===== src/rtl/freq_meter_irq_regs.svh =====
// Register offsets, field positions, reset values and codes of the block.
`ifndef FREQ_METER_IRQ_REGS_SVH
`define FREQ_METER_IRQ_REGS_SVH

// Byte offsets of the registers on the peripheral bus.
`define OFFSET_IRQ_ENABLE 10'h010
`define OFFSET_IRQ_DISABLE 10'h014
`define OFFSET_IRQ_MASK 10'h018
`define OFFSET_IRQ_PENDING 10'h01C
`define OFFSET_IRQ_CLEAR 10'h020
`define OFFSET_MODULE_VERSION 10'h3FC

// Bus address width in bits and the number of interrupt sources.
`define ADDR_WIDTH 10
`define IRQ_COUNT 2

// Bit positions of the two events in every interrupt register.
`define BIT_MEASURE_DONE 0
`define BIT_REFERENCE_CLOCK_READY 1

// Reset values.
`define RESET_IRQ_MASK 2'h0
`define RESET_IRQ_PENDING 2'h0
`define RESET_STATUS_PREVIOUS 2'h0

// Field layout of the version register.
`define VERSION_NUMBER_LSB 0
`define VERSION_NUMBER_WIDTH 12
`define VERSION_VARIANT_LSB 16
`define VERSION_VARIANT_WIDTH 4

// Values of the version register; both are arbitrary.
`define VERSION_NUMBER_VALUE 12'h0A5
`define VERSION_VARIANT_VALUE 4'h0

`endif


===== src/rtl/freq_meter_irq_pkg.sv =====
// Types shared by the interrupt register logic of the frequency meter.
package freq_meter_irq_pkg;

  typedef logic [1:0] irq_vec_type;

  typedef logic [31:0] word_type;

  // Listed in the order of the bus response encoding.
  typedef enum logic [1:0] {
    resp_okay,
    resp_exokay,
    resp_slverr,
    resp_decerr
  } axi_resp_type;

endpackage : freq_meter_irq_pkg


===== src/rtl/irq_ctrl_if.sv =====
// Strobes and state passed between the register front end and its banks.
`timescale 1ns/1ps
interface irq_ctrl_if;
  import freq_meter_irq_pkg::*;

  irq_vec_type enable_write;
  irq_vec_type disable_write;
  irq_vec_type clear_write;
  irq_vec_type mask;
  irq_vec_type pending;

  modport front (
    output enable_write,
    output disable_write,
    output clear_write,
    input mask,
    input pending
  );

  modport bank (
    input enable_write,
    input disable_write,
    input clear_write,
    output mask,
    output pending
  );

endinterface : irq_ctrl_if


===== src/rtl/irq_mask_bank.sv =====
// Interrupt mask bits, set by enable writes and cleared by disable writes.
`timescale 1ns/1ps
`include "freq_meter_irq_regs.svh"
module irq_mask_bank
  import freq_meter_irq_pkg::*;
(
  // Clock and reset.
  input wire logic aclk,
  input wire logic aresetn,
  // Strobes in, mask out.
  irq_ctrl_if.bank ctrl
);

  irq_vec_type mask;
  irq_vec_type next_mask;

  always_comb begin
    // Zero bits in either strobe leave the mask alone.
    next_mask = (mask | ctrl.enable_write) & ~ctrl.disable_write;
  end

  always_ff @(posedge aclk) begin
    if (!aresetn) begin
      mask <= `RESET_IRQ_MASK;
    end else begin
      mask <= next_mask;
    end
  end

  assign ctrl.mask = mask;

endmodule : irq_mask_bank


===== src/rtl/irq_pending_bank.sv =====
// Pending bits set on falling edges of the internal status bits.
`timescale 1ns/1ps
`include "freq_meter_irq_regs.svh"
module irq_pending_bank
  import freq_meter_irq_pkg::*;
(
  // Clock and reset.
  input wire logic aclk,
  input wire logic aresetn,
  // Internal status bits watched for a one to zero change.
  input wire irq_vec_type status,
  // Clear strobes in, pending bits out.
  irq_ctrl_if.bank ctrl
);

  irq_vec_type status_previous;
  irq_vec_type pending;
  irq_vec_type next_pending;
  irq_vec_type falling;

  genvar i;
  generate
    for (i = 0; i < `IRQ_COUNT; i++) begin : g_bit
      // A new event wins over a clear in the same cycle.
      assign falling[i] = status_previous[i] & ~status[i];
      assign next_pending[i] = falling[i] |
        (pending[i] & ~ctrl.clear_write[i]);
    end
  endgenerate

  always_ff @(posedge aclk) begin
    if (!aresetn) begin
      status_previous <= `RESET_STATUS_PREVIOUS;
      pending <= `RESET_IRQ_PENDING;
    end else begin
      status_previous <= status;
      pending <= next_pending;
    end
  end

  assign ctrl.pending = pending;

endmodule : irq_pending_bank


===== src/rtl/freq_meter_irq_regs.sv =====
// AXI4-Lite register front end and interrupt output of the frequency meter.
//
// Our own choice: the AXI4-Lite slave port.
`timescale 1ns/1ps
`include "freq_meter_irq_regs.svh"
module freq_meter_irq_regs
  import freq_meter_irq_pkg::*;
#(
  // Fields of the version register; the default values are arbitrary.
  parameter logic [`VERSION_NUMBER_WIDTH-1:0] VERSION_NUMBER =
    `VERSION_NUMBER_VALUE,
  parameter logic [`VERSION_VARIANT_WIDTH-1:0] VERSION_VARIANT =
    `VERSION_VARIANT_VALUE
)
(
  // Clock and reset.
  input wire logic aclk,
  input wire logic aresetn,
  // Write address channel.
  input wire logic [`ADDR_WIDTH-1:0] awaddr,
  input wire logic [2:0] awprot,
  input wire logic awvalid,
  output logic awready,
  // Write data channel.
  input wire logic [31:0] wdata,
  input wire logic [3:0] wstrb,
  input wire logic wvalid,
  output logic wready,
  // Write response channel.
  output logic [1:0] bresp,
  output logic bvalid,
  input wire logic bready,
  // Read address channel.
  input wire logic [`ADDR_WIDTH-1:0] araddr,
  input wire logic [2:0] arprot,
  input wire logic arvalid,
  output logic arready,
  // Read data channel.
  output logic [31:0] rdata,
  output logic [1:0] rresp,
  output logic rvalid,
  input wire logic rready,
  // Internal status: bit 0 measurement busy, bit 1 reference clock not ready.
  input wire irq_vec_type status,
  // Interrupt request to the system interrupt controller.
  output logic irq
);

  // The front end drives the write strobes of the interface; the two banks
  // own the mask and pending bits and hand them back for reads and for the
  // request output.
  irq_ctrl_if ctrl ();

  // Write side state.
  logic aw_held;
  logic next_aw_held;
  logic w_held;
  logic next_w_held;
  logic [`ADDR_WIDTH-1:0] aw_addr;
  logic [`ADDR_WIDTH-1:0] next_aw_addr;
  word_type w_data;
  word_type next_w_data;
  logic [3:0] w_strb;
  logic [3:0] next_w_strb;

  // The write response waiting for the master.
  logic b_valid;
  logic next_b_valid;
  axi_resp_type b_resp;
  axi_resp_type next_b_resp;

  // Strobe and decode results of the write cycle.
  logic write_go;
  logic write_mapped;
  logic low_lane;

  // Read side state.
  logic r_valid;
  logic next_r_valid;
  word_type r_data;
  word_type next_r_data;
  axi_resp_type r_resp;
  axi_resp_type next_r_resp;

  // Decode results of the offered read address.
  word_type read_word;
  logic read_mapped;

  // Per-source request: pending and enabled together.
  irq_vec_type irq_active;

  // The address and data channels are taken independently, in any order.
  // Each is parked in a holding register until its partner arrives. The
  // register write is applied in the cycle after the later handshake, and
  // the response is raised at the same edge that updates the register.
  // Neither channel is accepted again until the response has been taken,
  // so at most one write is ever in flight.
  assign awready = !aw_held && !b_valid;
  assign wready = !w_held && !b_valid;
  // The write is applied once both halves are held and no answer waits.
  assign write_go = aw_held && w_held && !b_valid;
  // Lane zero carries the event bits.
  assign low_lane = w_strb[0];

  always_comb begin
    next_aw_held = aw_held;
    next_aw_addr = aw_addr;
    next_w_held = w_held;
    next_w_data = w_data;
    next_w_strb = w_strb;
    next_b_valid = b_valid;
    next_b_resp = b_resp;
    // Park the address until its data arrives.
    if (awvalid && awready) begin
      next_aw_held = 1'b1;
      next_aw_addr = awaddr;
    end
    // Park the data and strobes until the address arrives.
    if (wvalid && wready) begin
      next_w_held = 1'b1;
      next_w_data = wdata;
      next_w_strb = wstrb;
    end
    // Apply the write and raise the response in the same step.
    if (write_go) begin
      next_aw_held = 1'b0;
      next_w_held = 1'b0;
      next_b_valid = 1'b1;
      next_b_resp = write_mapped ? resp_okay : resp_slverr;
    end else if (b_valid && bready) begin
      next_b_valid = 1'b0;
    end
  end

  // Holding registers and the pending write response.
  always_ff @(posedge aclk) begin
    if (!aresetn) begin
      aw_held <= 1'b0;
      aw_addr <= '0;
      w_held <= 1'b0;
      w_data <= '0;
      w_strb <= 4'h0;
      b_valid <= 1'b0;
      b_resp <= resp_okay;
    end else begin
      aw_held <= next_aw_held;
      aw_addr <= next_aw_addr;
      w_held <= next_w_held;
      w_data <= next_w_data;
      w_strb <= next_w_strb;
      b_valid <= next_b_valid;
      b_resp <= next_b_resp;
    end
  end

  // Only the lowest byte lane carries event bits; upper bits are dropped.
  // A write with that lane switched off is answered but changes nothing.
  // The strobes are single-cycle pulses, high only in the write cycle.
  always_comb begin
    ctrl.enable_write = '0;
    ctrl.disable_write = '0;
    ctrl.clear_write = '0;
    write_mapped = 1'b1;
    // Decode on the held address; the low two bits are ignored.
    unique case ({aw_addr[`ADDR_WIDTH-1:2], 2'b00})
      `OFFSET_IRQ_ENABLE: begin
        if (write_go && low_lane) begin
          ctrl.enable_write = w_data[1:0];
        end
      end
      `OFFSET_IRQ_DISABLE: begin
        if (write_go && low_lane) begin
          ctrl.disable_write = w_data[1:0];
        end
      end
      `OFFSET_IRQ_CLEAR: begin
        if (write_go && low_lane) begin
          ctrl.clear_write = w_data[1:0];
        end
      end
      // Writes to read-only registers are accepted and ignored.
      `OFFSET_IRQ_MASK, `OFFSET_IRQ_PENDING, `OFFSET_MODULE_VERSION: begin
        write_mapped = 1'b1;
      end
      default: begin
        // Outside the map: slave error and no effect.
        write_mapped = 1'b0;
      end
    endcase
  end

  // Response outputs come straight from their flip-flops.
  assign bvalid = b_valid;
  assign bresp = b_resp;

  // Read decode; write-only registers read as zero.
  // The word is formed from the address as it is offered, so the data
  // captured with the handshake shows the bank state of that cycle.
  always_comb begin
    read_word = '0;
    read_mapped = 1'b1;
    // Decode on the offered address; the low two bits are ignored.
    unique case ({araddr[`ADDR_WIDTH-1:2], 2'b00})
      `OFFSET_IRQ_MASK: begin
        read_word[1:0] = ctrl.mask;
      end
      `OFFSET_IRQ_PENDING: begin
        read_word[1:0] = ctrl.pending;
      end
      `OFFSET_MODULE_VERSION: begin
        // The variant is reported but has no function.
        read_word[`VERSION_NUMBER_LSB +: `VERSION_NUMBER_WIDTH] =
          VERSION_NUMBER;
        read_word[`VERSION_VARIANT_LSB +: `VERSION_VARIANT_WIDTH] =
          VERSION_VARIANT;
      end
      `OFFSET_IRQ_ENABLE, `OFFSET_IRQ_DISABLE, `OFFSET_IRQ_CLEAR: begin
        read_word = '0;
      end
      default: begin
        // Outside the map: slave error, data zero.
        read_mapped = 1'b0;
      end
    endcase
  end

  // A new read is refused while the previous answer still waits.
  assign arready = !r_valid;

  // Reads have no side effect on any register.
  // The answer is raised at the edge after the handshake and held, with its
  // data and code, until the master takes it.
  always_comb begin
    next_r_valid = r_valid;
    next_r_data = r_data;
    next_r_resp = r_resp;
    // Capture the word and code with the handshake.
    if (arvalid && arready) begin
      next_r_valid = 1'b1;
      next_r_data = read_word;
      next_r_resp = read_mapped ? resp_okay : resp_slverr;
    end else if (r_valid && rready) begin
      next_r_valid = 1'b0;
    end
  end

  // Read answer registers.
  always_ff @(posedge aclk) begin
    if (!aresetn) begin
      r_valid <= 1'b0;
      r_data <= '0;
      r_resp <= resp_okay;
    end else begin
      r_valid <= next_r_valid;
      r_data <= next_r_data;
      r_resp <= next_r_resp;
    end
  end

  // Answer outputs come straight from their flip-flops.
  assign rvalid = r_valid;
  assign rdata = r_data;
  assign rresp = r_resp;

  // Enable and disable strobes are merged into the mask bits.
  irq_mask_bank u_mask (
    .aclk(aclk),
    .aresetn(aresetn),
    .ctrl(ctrl.bank)
  );

  // Falling edges of the status bits set the pending bits.
  irq_pending_bank u_pending (
    .aclk(aclk),
    .aresetn(aresetn),
    .status(status),
    .ctrl(ctrl.bank)
  );

  // One request term per source.
  genvar k;
  generate
    for (k = 0; k < `IRQ_COUNT; k++) begin : g_irq
      assign irq_active[k] = ctrl.pending[k] & ctrl.mask[k];
    end
  endgenerate

  // Both operands are flip-flops, so the request drops with the clear.
  assign irq = |irq_active;

endmodule : freq_meter_irq_regs


===== config.mk =====
export PLATFORM = sky130hd
export DESIGN_NAME = freq_meter_irq_regs
export DESIGN_NICKNAME = d
export VERILOG_FILES = /design/src/rtl/freq_meter_irq_pkg.sv /design/src/rtl/irq_ctrl_if.sv /design/src/rtl/irq_mask_bank.sv /design/src/rtl/irq_pending_bank.sv /design/src/rtl/freq_meter_irq_regs.sv
export VERILOG_INCLUDE_DIRS = /design/src /design/src/rtl
export SDC_FILE = /design/constraint.sdc
export NUM_CORES = 1
export LEC_CHECK = 0
export BUFFER_PORTS_ARGS = -buffer_cell sky130_fd_sc_hd__clkbuf_2
export CAP_MARGIN = 20
export CORE_MARGIN = 2
export CORE_UTILIZATION = 35
export CTS_CLUSTER_SIZE = 10
export DETAILED_ROUTE_END_ITERATION = 6
export PLACE_DENSITY = 0.88
export SLEW_MARGIN = 5
export SYNTH_ARGS = -nofsm -noshare
export SYNTH_HDL_FRONTEND = slang
export SYNTH_SLANG_ARGS = --single-unit

===== constraint.sdc =====
create_clock -name aclk -period 1.3 [get_ports aclk]
set_input_delay 0.065 -clock aclk [delete_from_list [all_inputs] [get_ports aclk]]
set_output_delay 0.065 -clock aclk [all_outputs]
set_load 0.05 [all_outputs]

==> results of run 1 <==
-- critical path, stage by stage (launching register included) --
cell and delay [ns]:
dfxtp_2 0.34, or4_4 0.56, o41ai_2 0.28, a21oi_1 0.09
-- timing repair --
item | CTS | global route
endpoints found under the setup margin | 12 | 6
setup buffers | 0 | 0
gates resized for setup | 2 | 3
hold buffers | 1 | 0
gates cloned | 0 | 0
pin swaps | 2 | 4
hold endpoints to repair | 1 | 0
-- cell usage in the layout, fill, tap and decap left out, types with 2 or more instances in the layout --
| master | n |
|---|---|
| a21oi_1 | 9 |
| and2_1 | 2 |
| and4_1 | 2 |
| buf_4 | 12 |
| clkbuf_2 | 40 |
| clkbuf_8 | 3 |
| conb_1 | 29 |
| dfxtp_1 | 22 |
| dfxtp_2 | 4 |
| inv_1 | 2 |
| mux2i_1 | 13 |
| nand2_1 | 6 |
| nand2b_1 | 7 |
| nand3_1 | 3 |
| nand4_1 | 5 |
| nor2_1 | 16 |
| nor2b_1 | 3 |
| nor3b_1 | 2 |
| o211a_1 | 2 |
| o41ai_2 | 2 |
-- report_power, final --
group	internal, mW	switching (mW)	total, mW
Clock	0.412	0.252	0.664
Sequential	0.846	0.0418	0.888
Combinational	0.169	0.385	0.554
Total	1.43	0.678	2.11
-- final cells by class --
type                       count  area share, %
multi-input combinational    117           42.6
sequential                    26           30.8
timing repair buffer          54           18.3
clock buffer                   3           2.42
inverter                       3          0.660
tap                           48           3.52
clock inverter                 1           1.76
-- sequential cells by signal (all words and copies together), names as in the netlist --
| name | flops |
|---|---|
| aw_addr | 8 |
| rdata | 3 |
| u_mask.ctrl.mask | 2 |
| u_pending.ctrl.pending | 2 |
| u_pending.status_previous | 2 |
| w_data | 2 |
| aw_held | 1 |
| bresp | 1 |
| bvalid | 1 |
| rresp | 1 |
| rvalid | 1 |
| w_held | 1 |
| w_strb | 1 |
-- logic make-up after synthesis --
| kind of cell | Yosys count |
|---|---|
| AO/OA/AOI/OAI | 18 |
| buffers and inverters | 37 |
| flip-flops | 26 |
| multiplexers | 15 |
| other | 1 |
| AND/OR/NAND/NOR | 55 |
-- through the flow --
step           instance area [sq um]  TNS [ns]  hold slack (ns)  total power, mW
2_1_floorplan                   1500   -0.0580            0.192             1.37
3_3_place_gp                    1610   -0.0948            0.287             1.44
3_5_place_dp                    1610    -0.199            0.290             1.45
4_1_cts                         1700    -0.138          0.00236             2.13
5_1_grt                         1710    -0.319          0.00270             2.21
6_report                        1710    -0.161          0.00701             2.11
-- final timing paths --
check | startpoint | end | slack, ns | cells after the start
max | aw_addr[8] | u_pending.ctrl.pending[0] | -0.09 | 3
min reg2reg | rdata[1] | rdata[1] | 0.46 | 2
max reg2reg | aw_addr[8] | u_pending.ctrl.pending[0] | -0.09 | 3
min | status[0] | u_pending.status_previous[0] | 0.007 | 2
-- metal layers --
metal	up-vias	routed length [microns]	part of all wire [%]	track usage (%)
met5	-	0	0	0
met4	0	57	2.1	6.89
met3	4	179	6.6	2.70
met2	43	1340	49	21.9
met1	522	1150	42	14.4
li1	577	-	-	-
==> results by group, run 1 <==
GRT
  • Total grt overflow: 0
  • Global-route usage over all layers: 12.7%
  • Vias in the first global route: 1027
  • First-pass GRT wire length: 4220 microns
  • Largest net degree at the start of global routing: 20
  • Initial antenna violation count: 0

Timing
  • Minimum clock period: 1.39 ns
  • Fin. max-slew vios: 0
  • RSZ-0062 raised after global routing: yes
  • Final setup violation count: 2
  • Final worst slack: -0.0898 ns
  • Final Hold Fails: 0
  • Final Skew: 0.00813 ns
  • Final period util: 107%
  • Fmax: 720 MHz

Placement
  • DP Worst Slack: -0.0590 ns
  • Placed insts: 247
  • Gpl congestion: 0.788
  • DP Wirelength: 2220 microns
  • # port buffers: 40

Final layout
  • Nets@finish: 276
  • Antenna Cells: 0
  • Ratio of cells with drive above 1 in the final layout: 34.3%
  • Final core occ: 45.9%
  • Area Growth Syn to Fin: 24.7%
  • Area of the multi-input gates: 727 sq um
  • Fill cells: 385
  • Register area: 526 sq um
  • Non-Filler Instances: 252

Logic synthesis
  • Synth Area in Simple Gates: 23.1%
  • Ys async rst share: 0%
  • Post-synth EDFFs: 0
  • Synth cell types: 34
  • Yosys top cell by area: dfxtp_1
  • XOR/XNOR Fraction of Synth Area: 0%
  • Area contributors post-synth: dfxtp_1, buf_4, mux2i_1
  • Post-synthesis compound-gate area fraction: 8.68%
  • Post-synthesis adder-cell area fraction: 0%
  • Sequential element share of the synthesized area: 38.0%
  • Synth Area per Inst: 9.01 sq um
  • Yosys reg bits: 26
  • Ys flop type: dfxtp_1
  • Multiplexer area fraction after synthesis: 11.2%
  • Cells after Synth: 152
  • Syn Std Cell Area: 0.00137 sq mm
  • Top-count cell post-synth: buf_4
  • Most frequent cells after synthesis: buf_4, dfxtp_1, nor2_1, mux2i_1, a21oi_1
  • Top-area cell type share of the netlist area: 38.0%
  • Largest family of logic cells by synthesized area: simple AND/OR/NAND/NOR gates
  • Yosys Warn Count: 0

Worst setup path
  • Setup CP Type: flip-flop to flip-flop
  • CP max FO: 3
  • CP Capture Type: flip-flop
  • CP arrival: 1.55 ns
  • WP data required: 1.46 ns
  • Worst setup SP type: flip-flop

Clocking
  • CTS HTree Levels: 1
  • TritonCTS clock tree: yes
  • Clock buffer depth: 2
  • CTS Sinks: 26
  • Worst-path clk slew: 0.09 ns
  • Number of clock buffers inserted by TritonCTS: 3
  • Insertion delay to the later sink of the worst-skew pair: 0.27 ns
  • CTS Root Cell: clkbuf_8

Floorplanning
  • Initial Util: 36.8%
  • IO Pins: 113
  • Core box area: 0.00372 sq mm
  • Die Area: 0.00443 sq mm
  • Site Rows: 22
  • Die Ht: 66.5 microns
  • Die Wd: 66.5 microns

Run status
  • Outcome: finished, violations left
  • Failing checks: setup timing

Route
  • DRT antenna net count: 0
  • DRT Pass-1 Iters: 4
  • # DRC: 0
  • DR vias: 1146
  • Final wirelength: 2730 microns
  • Vias per cell: 4.55
  • DR WL/cell: 10.8 microns
  • DRT iter0 DRCs: 32

Min path
  • Tightest Hold Check Type: primary input to flip-flop

Power
  • Maximum VDD drop: 679 uV
  • Power per standard cell area: 1230 mW/mm^2
  • Leak Pwr: 0.826 nW

Run
  • Max_cap viols: 0
Power figures use the tool's default switching activity.
==> inputs of run 2 (changes only) <==
CORE_MARGIN = default   (was 2)
==> run 2 against run 1 <==
Compared with the run above:
- the run still ends with setup timing left
- flip-flop and latch count is the same
- die area shrank 5.9%
- combinational power is essentially flat
- non-clock buffer count shrank 2
- register-to-register slack is essentially flat
- clock skew shrank 0.0066 ns
- utilization shrank 0.84 points
- final area shrank 1.8%
- count of clock-buffer cells in the layout grew 1
- sequential share of layout area grew 0.43 points
==> results by group, run 2 (synthesis results as in run 1) <==
Floorplanning
  • Die Wd: 64.5 microns
  • Die Area: 0.00416 sq mm
  • IO Pins: 113
  • Die Ht: 64.5 microns
  • Initial Util: 36.8%
  • Core box area: 0.00372 sq mm
  • Site Rows: 22

Final layout
  • Area of the multi-input gates: 736 sq um
  • Area Growth Syn to Fin: 22.4%
  • Antenna Cells: 0
  • Final core occ: 45.1%
  • Fill cells: 381
  • Ratio of cells with drive above 1 in the final layout: 33.2%
  • Most flop-heavy register: aw_addr
  • Commonest non-fill, non-tap cell in the layout: clkbuf_2
  • Register area: 523 sq um
  • Final Instance Area: 0.00168 sq mm
  • Non-Filler Instances: 250
  • Max FFs per register: 8
  • Nets@finish: 274
  • Most frequent cells in the layout: clkbuf_2, conb_1, dfxtp_1, nor2_1, mux2i_1

Worst setup path
  • Worst setup SP type: flip-flop
  • Setup CP Type: flip-flop to flip-flop
  • Path depth of the worst reg2reg path: 3
  • CP Capture Type: flip-flop
  • CP arrival: 1.53 ns
  • WP data required: 1.46 ns
  • CP max FO: 3

Timing
  • RSZ-0062 raised after global routing: yes
  • Final Skew: 0.00158 ns
  • Final setup violation count: 2
  • Fin. max-slew vios: 0
  • Final worst slack: -0.0769 ns
  • WHS: 0.00585 ns
  • Final period util: 106%
  • Minimum clock period: 1.38 ns
  • Fmax: 726 MHz
  • Final Hold Fails: 0

Clocking
  • CTS Hold Bufs: 0
  • Post-CTS Setup Inserts: 0
  • Clock buffer depth: 2
  • Worst-path clk slew: 0.09 ns
  • Number of clock buffers inserted by TritonCTS: 3
  • CTS Sinks: 26
  • Insertion delay to the later sink of the worst-skew pair: 0.27 ns
  • CTS Root Cell: clkbuf_8
  • TritonCTS clock tree: yes
  • CTS HTree Levels: 1

GRT
  • Global-route usage over all layers: 13.7%
  • Initial antenna violation count: 0
  • Vias in the first global route: 1032
  • First-pass GRT wire length: 4390 microns
  • Total grt overflow: 0
  • Largest net degree at the start of global routing: 20

Route
  • Final wirelength: 2780 microns
  • DRT antenna net count: 0
  • Met1 WL: 1170 microns
  • DRT iter0 DRCs: 21
  • Vias per cell: 4.55
  • Uppermost layer routed: met4
  • # DRC: 0
  • DR WL met3: 107 microns
  • Met2 WL post-DR: 1450 microns
  • DR WL/cell: 11.1 microns
  • DRT Pass-1 Iters: 4
  • DR vias: 1138

Run status
  • Outcome: finished, violations left
  • Failing checks: setup timing

Min path
  • Worst hold stages: 2
  • Tightest Hold Check Type: primary input to flip-flop

Placement
  • Placed insts: 246
  • Gpl congestion: 0.762
  • Placed Area: 0.00160 sq mm
  • DP Wirelength: 2180 microns
  • # port buffers: 40

Power
  • Maximum VDD drop: 556 uV
  • Leak Pwr: 0.811 nW
  • Power per standard cell area: 1180 mW/mm^2
  • Power Total: 1.97 mW

Run
  • Max_cap viols: 0
[run 2: cell count changes in the layout (fill, tap and decap cells not counted), sizes merged]
cell / change
bufinv: -1
dlygate4sd3: -1
buf: -1
clkbuf: +1
[run 2: metrics by stage]
stage          setup TNS (ns)  setup slack (ns)
6_report               -0.144           -0.0769
5_1_grt                -0.231            -0.127
3_5_place_dp           -0.152           -0.0676
4_1_cts                -0.162           -0.0811
2_1_floorplan         -0.0580           -0.0290
3_3_place_gp          -0.0937           -0.0499
[run 2: worst max-delay path: stages (launching register included)]
cell and delay (ns):
dfxtp_2 0.33, or4b_4 0.55, o41ai_2 0.29, a21oi_1 0.10
[run 2: what timing repair did]
item	CTS	global route
gates resized for setup	1	2
endpoints found under the setup margin	4	4
cloned	0	0
pin swaps	0	2
[run 2: area by class of cell]
class,instances,area share [%]
clock buffers,4,3.29
well taps,48,3.58
multi-input cells,117,43.9
repair buffers,52,17.3
inverters,3,0.672
flip-flops and latches,26,31.2
[run 2: path summary, 6_finish.rpt]
path	slack, ns	to	from
worst min register to register	0.46	u_pending.ctrl.pending[0]	u_pending.status_previous[0]
worst max-delay path	-0.08	u_pending.ctrl.pending[0]	aw_addr[2]
worst min-delay path	0.006	u_pending.status_previous[1]	status[1]
worst max register to register	-0.08	u_pending.ctrl.pending[0]	aw_addr[2]
[run 2: report_power, final]
group	leakage (nW)	switching (mW)	total, mW	internal (mW)
sequential	0.214	0.0429	0.888	0.845
combinational	0.568	0.387	0.553	0.167
clock	0.0288	0.258	0.529	0.271
total	0.811	0.687	1.97	1.28
[run 2: routing by layer]
layer | up-vias | GRT usage, %
met2 | 45 | 24.6
met1 | 517 | 15.3
met4 | 0 | 7.50
li1 | 572 | -
met5 | - | 0
met3 | 4 | 2.29
==> inputs of run 3 (changes only) <==
CORE_ASPECT_RATIO = 1.2   (was default)
==> run 3 against run 2 <==
Compared with the run above:
- the run still ends with setup timing left
- largest power group unchanged
- power grew 6.6%
- hold slack is essentially flat
- die area is essentially flat
- sequential power shrank 0.6%
- utilization grew 0.41 points
- clock skew grew 0.0036 ns
- highest routed layer unchanged
- flip-flop and latch count is the same
- via count is the same
- sequential share of layout area shrank 0.093 points
- critical endpoint unchanged
==> results by group, run 3 (synthesis results as in run 1) <==
Run status
  • Outcome: finished, violations left
  • Failing checks: setup timing

Timing
  • WHS: 0.00585 ns
  • Final worst slack: -0.127 ns
  • RSZ-0062 raised after global routing: yes
  • Final setup violation count: 2
  • Fin. max-slew vios: 0
  • Final Skew: 0.00515 ns
  • Final Hold Fails: 0
  • Minimum clock period: 1.43 ns
  • Fmax: 701 MHz
  • Final period util: 110%

Route
  • DR vias: 1138
  • DRT antenna net count: 0
  • DR WL/cell: 10.6 microns
  • DRT iter0 DRCs: 20
  • # DRC: 0
  • DRT Pass-1 Iters: 4
  • Final wirelength: 2670 microns
  • Vias per cell: 4.50

Run
  • Max_cap viols: 0

Floorplanning
  • Die Ht: 70.5 microns
  • Initial Util: 37.1%
  • Core box area: 0.00369 sq mm
  • Site Rows: 24
  • Die Area: 0.00417 sq mm
  • IO Pins: 113
  • Die Wd: 59.1 microns

GRT
  • Global-route usage over all layers: 13.5%
  • First-pass GRT wire length: 4400 microns
  • Initial antenna violation count: 0
  • Total grt overflow: 0
  • Largest net degree at the start of global routing: 20
  • Vias in the first global route: 1072

Final layout
  • Area Growth Syn to Fin: 22.8%
  • Max FFs per register: 8
  • Most frequent cells in the layout: clkbuf_2, conb_1, dfxtp_1, nor2_1, mux2i_1
  • Commonest non-fill, non-tap cell in the layout: clkbuf_2
  • Most flop-heavy register: aw_addr
  • Antenna Cells: 0
  • Nets@finish: 273
  • Ratio of cells with drive above 1 in the final layout: 31.8%

Worst setup path
  • CP max FO: 3
  • WP data required: 1.46 ns
  • Worst setup SP type: flip-flop
  • CP Capture Type: flip-flop
  • CP arrival: 1.58 ns
  • Setup CP Type: flip-flop to flip-flop

Clocking
  • Post-CTS Setup Inserts: 0
  • Worst-path clk slew: 0.09 ns
  • CTS Root Cell: clkbuf_8
  • Clock buffer depth: 2
  • Number of clock buffers inserted by TritonCTS: 3
  • CTS Hold Bufs: 0
  • Insertion delay to the later sink of the worst-skew pair: 0.27 ns
  • TritonCTS clock tree: yes
  • CTS HTree Levels: 1
  • CTS Sinks: 26

Placement
  • DP Wirelength: 2110 microns
  • # port buffers: 40
  • Gpl congestion: 0.740

Power
  • Power Total: 2.10 mW
  • Power per standard cell area: 1250 mW/mm^2
  • Leak Pwr: 0.810 nW
  • Maximum VDD drop: 668 uV

Min path
  • Tightest Hold Check Type: primary input to flip-flop
[run 3: final cells by class]
class | count | area, sq um
fill | 387 | 2010
multi-input combinational | 117 | 727
sequential | 26 | 523
timing repair buffer | 51 | 283
tap | 52 | 65.1
clock buffer | 3 | 41.3
clock inverter | 1 | 30.0
inverter | 3 | 11.3
[run 3: power by group]
group / switching (mW) / internal [mW] / total (mW)
Clock: 0.257 / 0.412 / 0.669
Combinational: 0.389 / 0.159 / 0.548
Sequential: 0.0379 / 0.845 / 0.883
Total: 0.684 / 1.42 / 2.10
[run 3: per-layer routing]
metal | vias up | track usage, % | routed length, microns
met5 | - | 0 | 0
met4 | 0 | 3.44 | 16
met3 | 2 | 3.15 | 135
met2 | 45 | 25.4 | 1390
met1 | 522 | 14.6 | 1140
li1 | 569 | - | -
[run 3: metrics by stage]
| stage | instance area [sq um] | setup slack, ns | util, % | instances | TNS, ns |
|---|---|---|---|---|---|
| 2_1_floorplan | 1500 | -0.0290 | - | 180 | -0.0580 |
| 3_3_place_gp | 1600 | -0.0599 | 43.3 | 249 | -0.106 |
| 3_5_place_dp | 1600 | -0.0996 | 43.3 | 249 | -0.173 |
| 4_1_cts | 1670 | -0.122 | 45.2 | 253 | -0.240 |
| 5_1_grt | 1680 | -0.153 | 45.5 | 253 | -0.307 |
| 6_report | 1680 | -0.127 | 45.5 | 253 | -0.247 |
[run 3: final timing paths]
kind / startpoint / slack [ns] / cells past startpoint / end
worst max-delay path: aw_addr[2] / -0.13 / 3 / u_pending.ctrl.pending[0]
worst min-delay path: status[0] / 0.006 / 2 / u_pending.status_previous[0]
worst max register to register: aw_addr[2] / -0.13 / 3 / u_pending.ctrl.pending[0]
worst min register to register: u_pending.status_previous[0] / 0.47 / 2 / u_pending.ctrl.pending[0]
[run 3: worst max-delay path, cell delays in order (launching register included)]
cell,delay (ns)
dfxtp_2,0.33
or4b_4,0.57
o41ai_2,0.31
a21oi_1,0.11
[run 3: repair_timing]
item                                    in CTS  in global routing
gates resized for setup                      0                  1
endpoints found under the setup margin       2                  2
pin swaps                                    2                  3
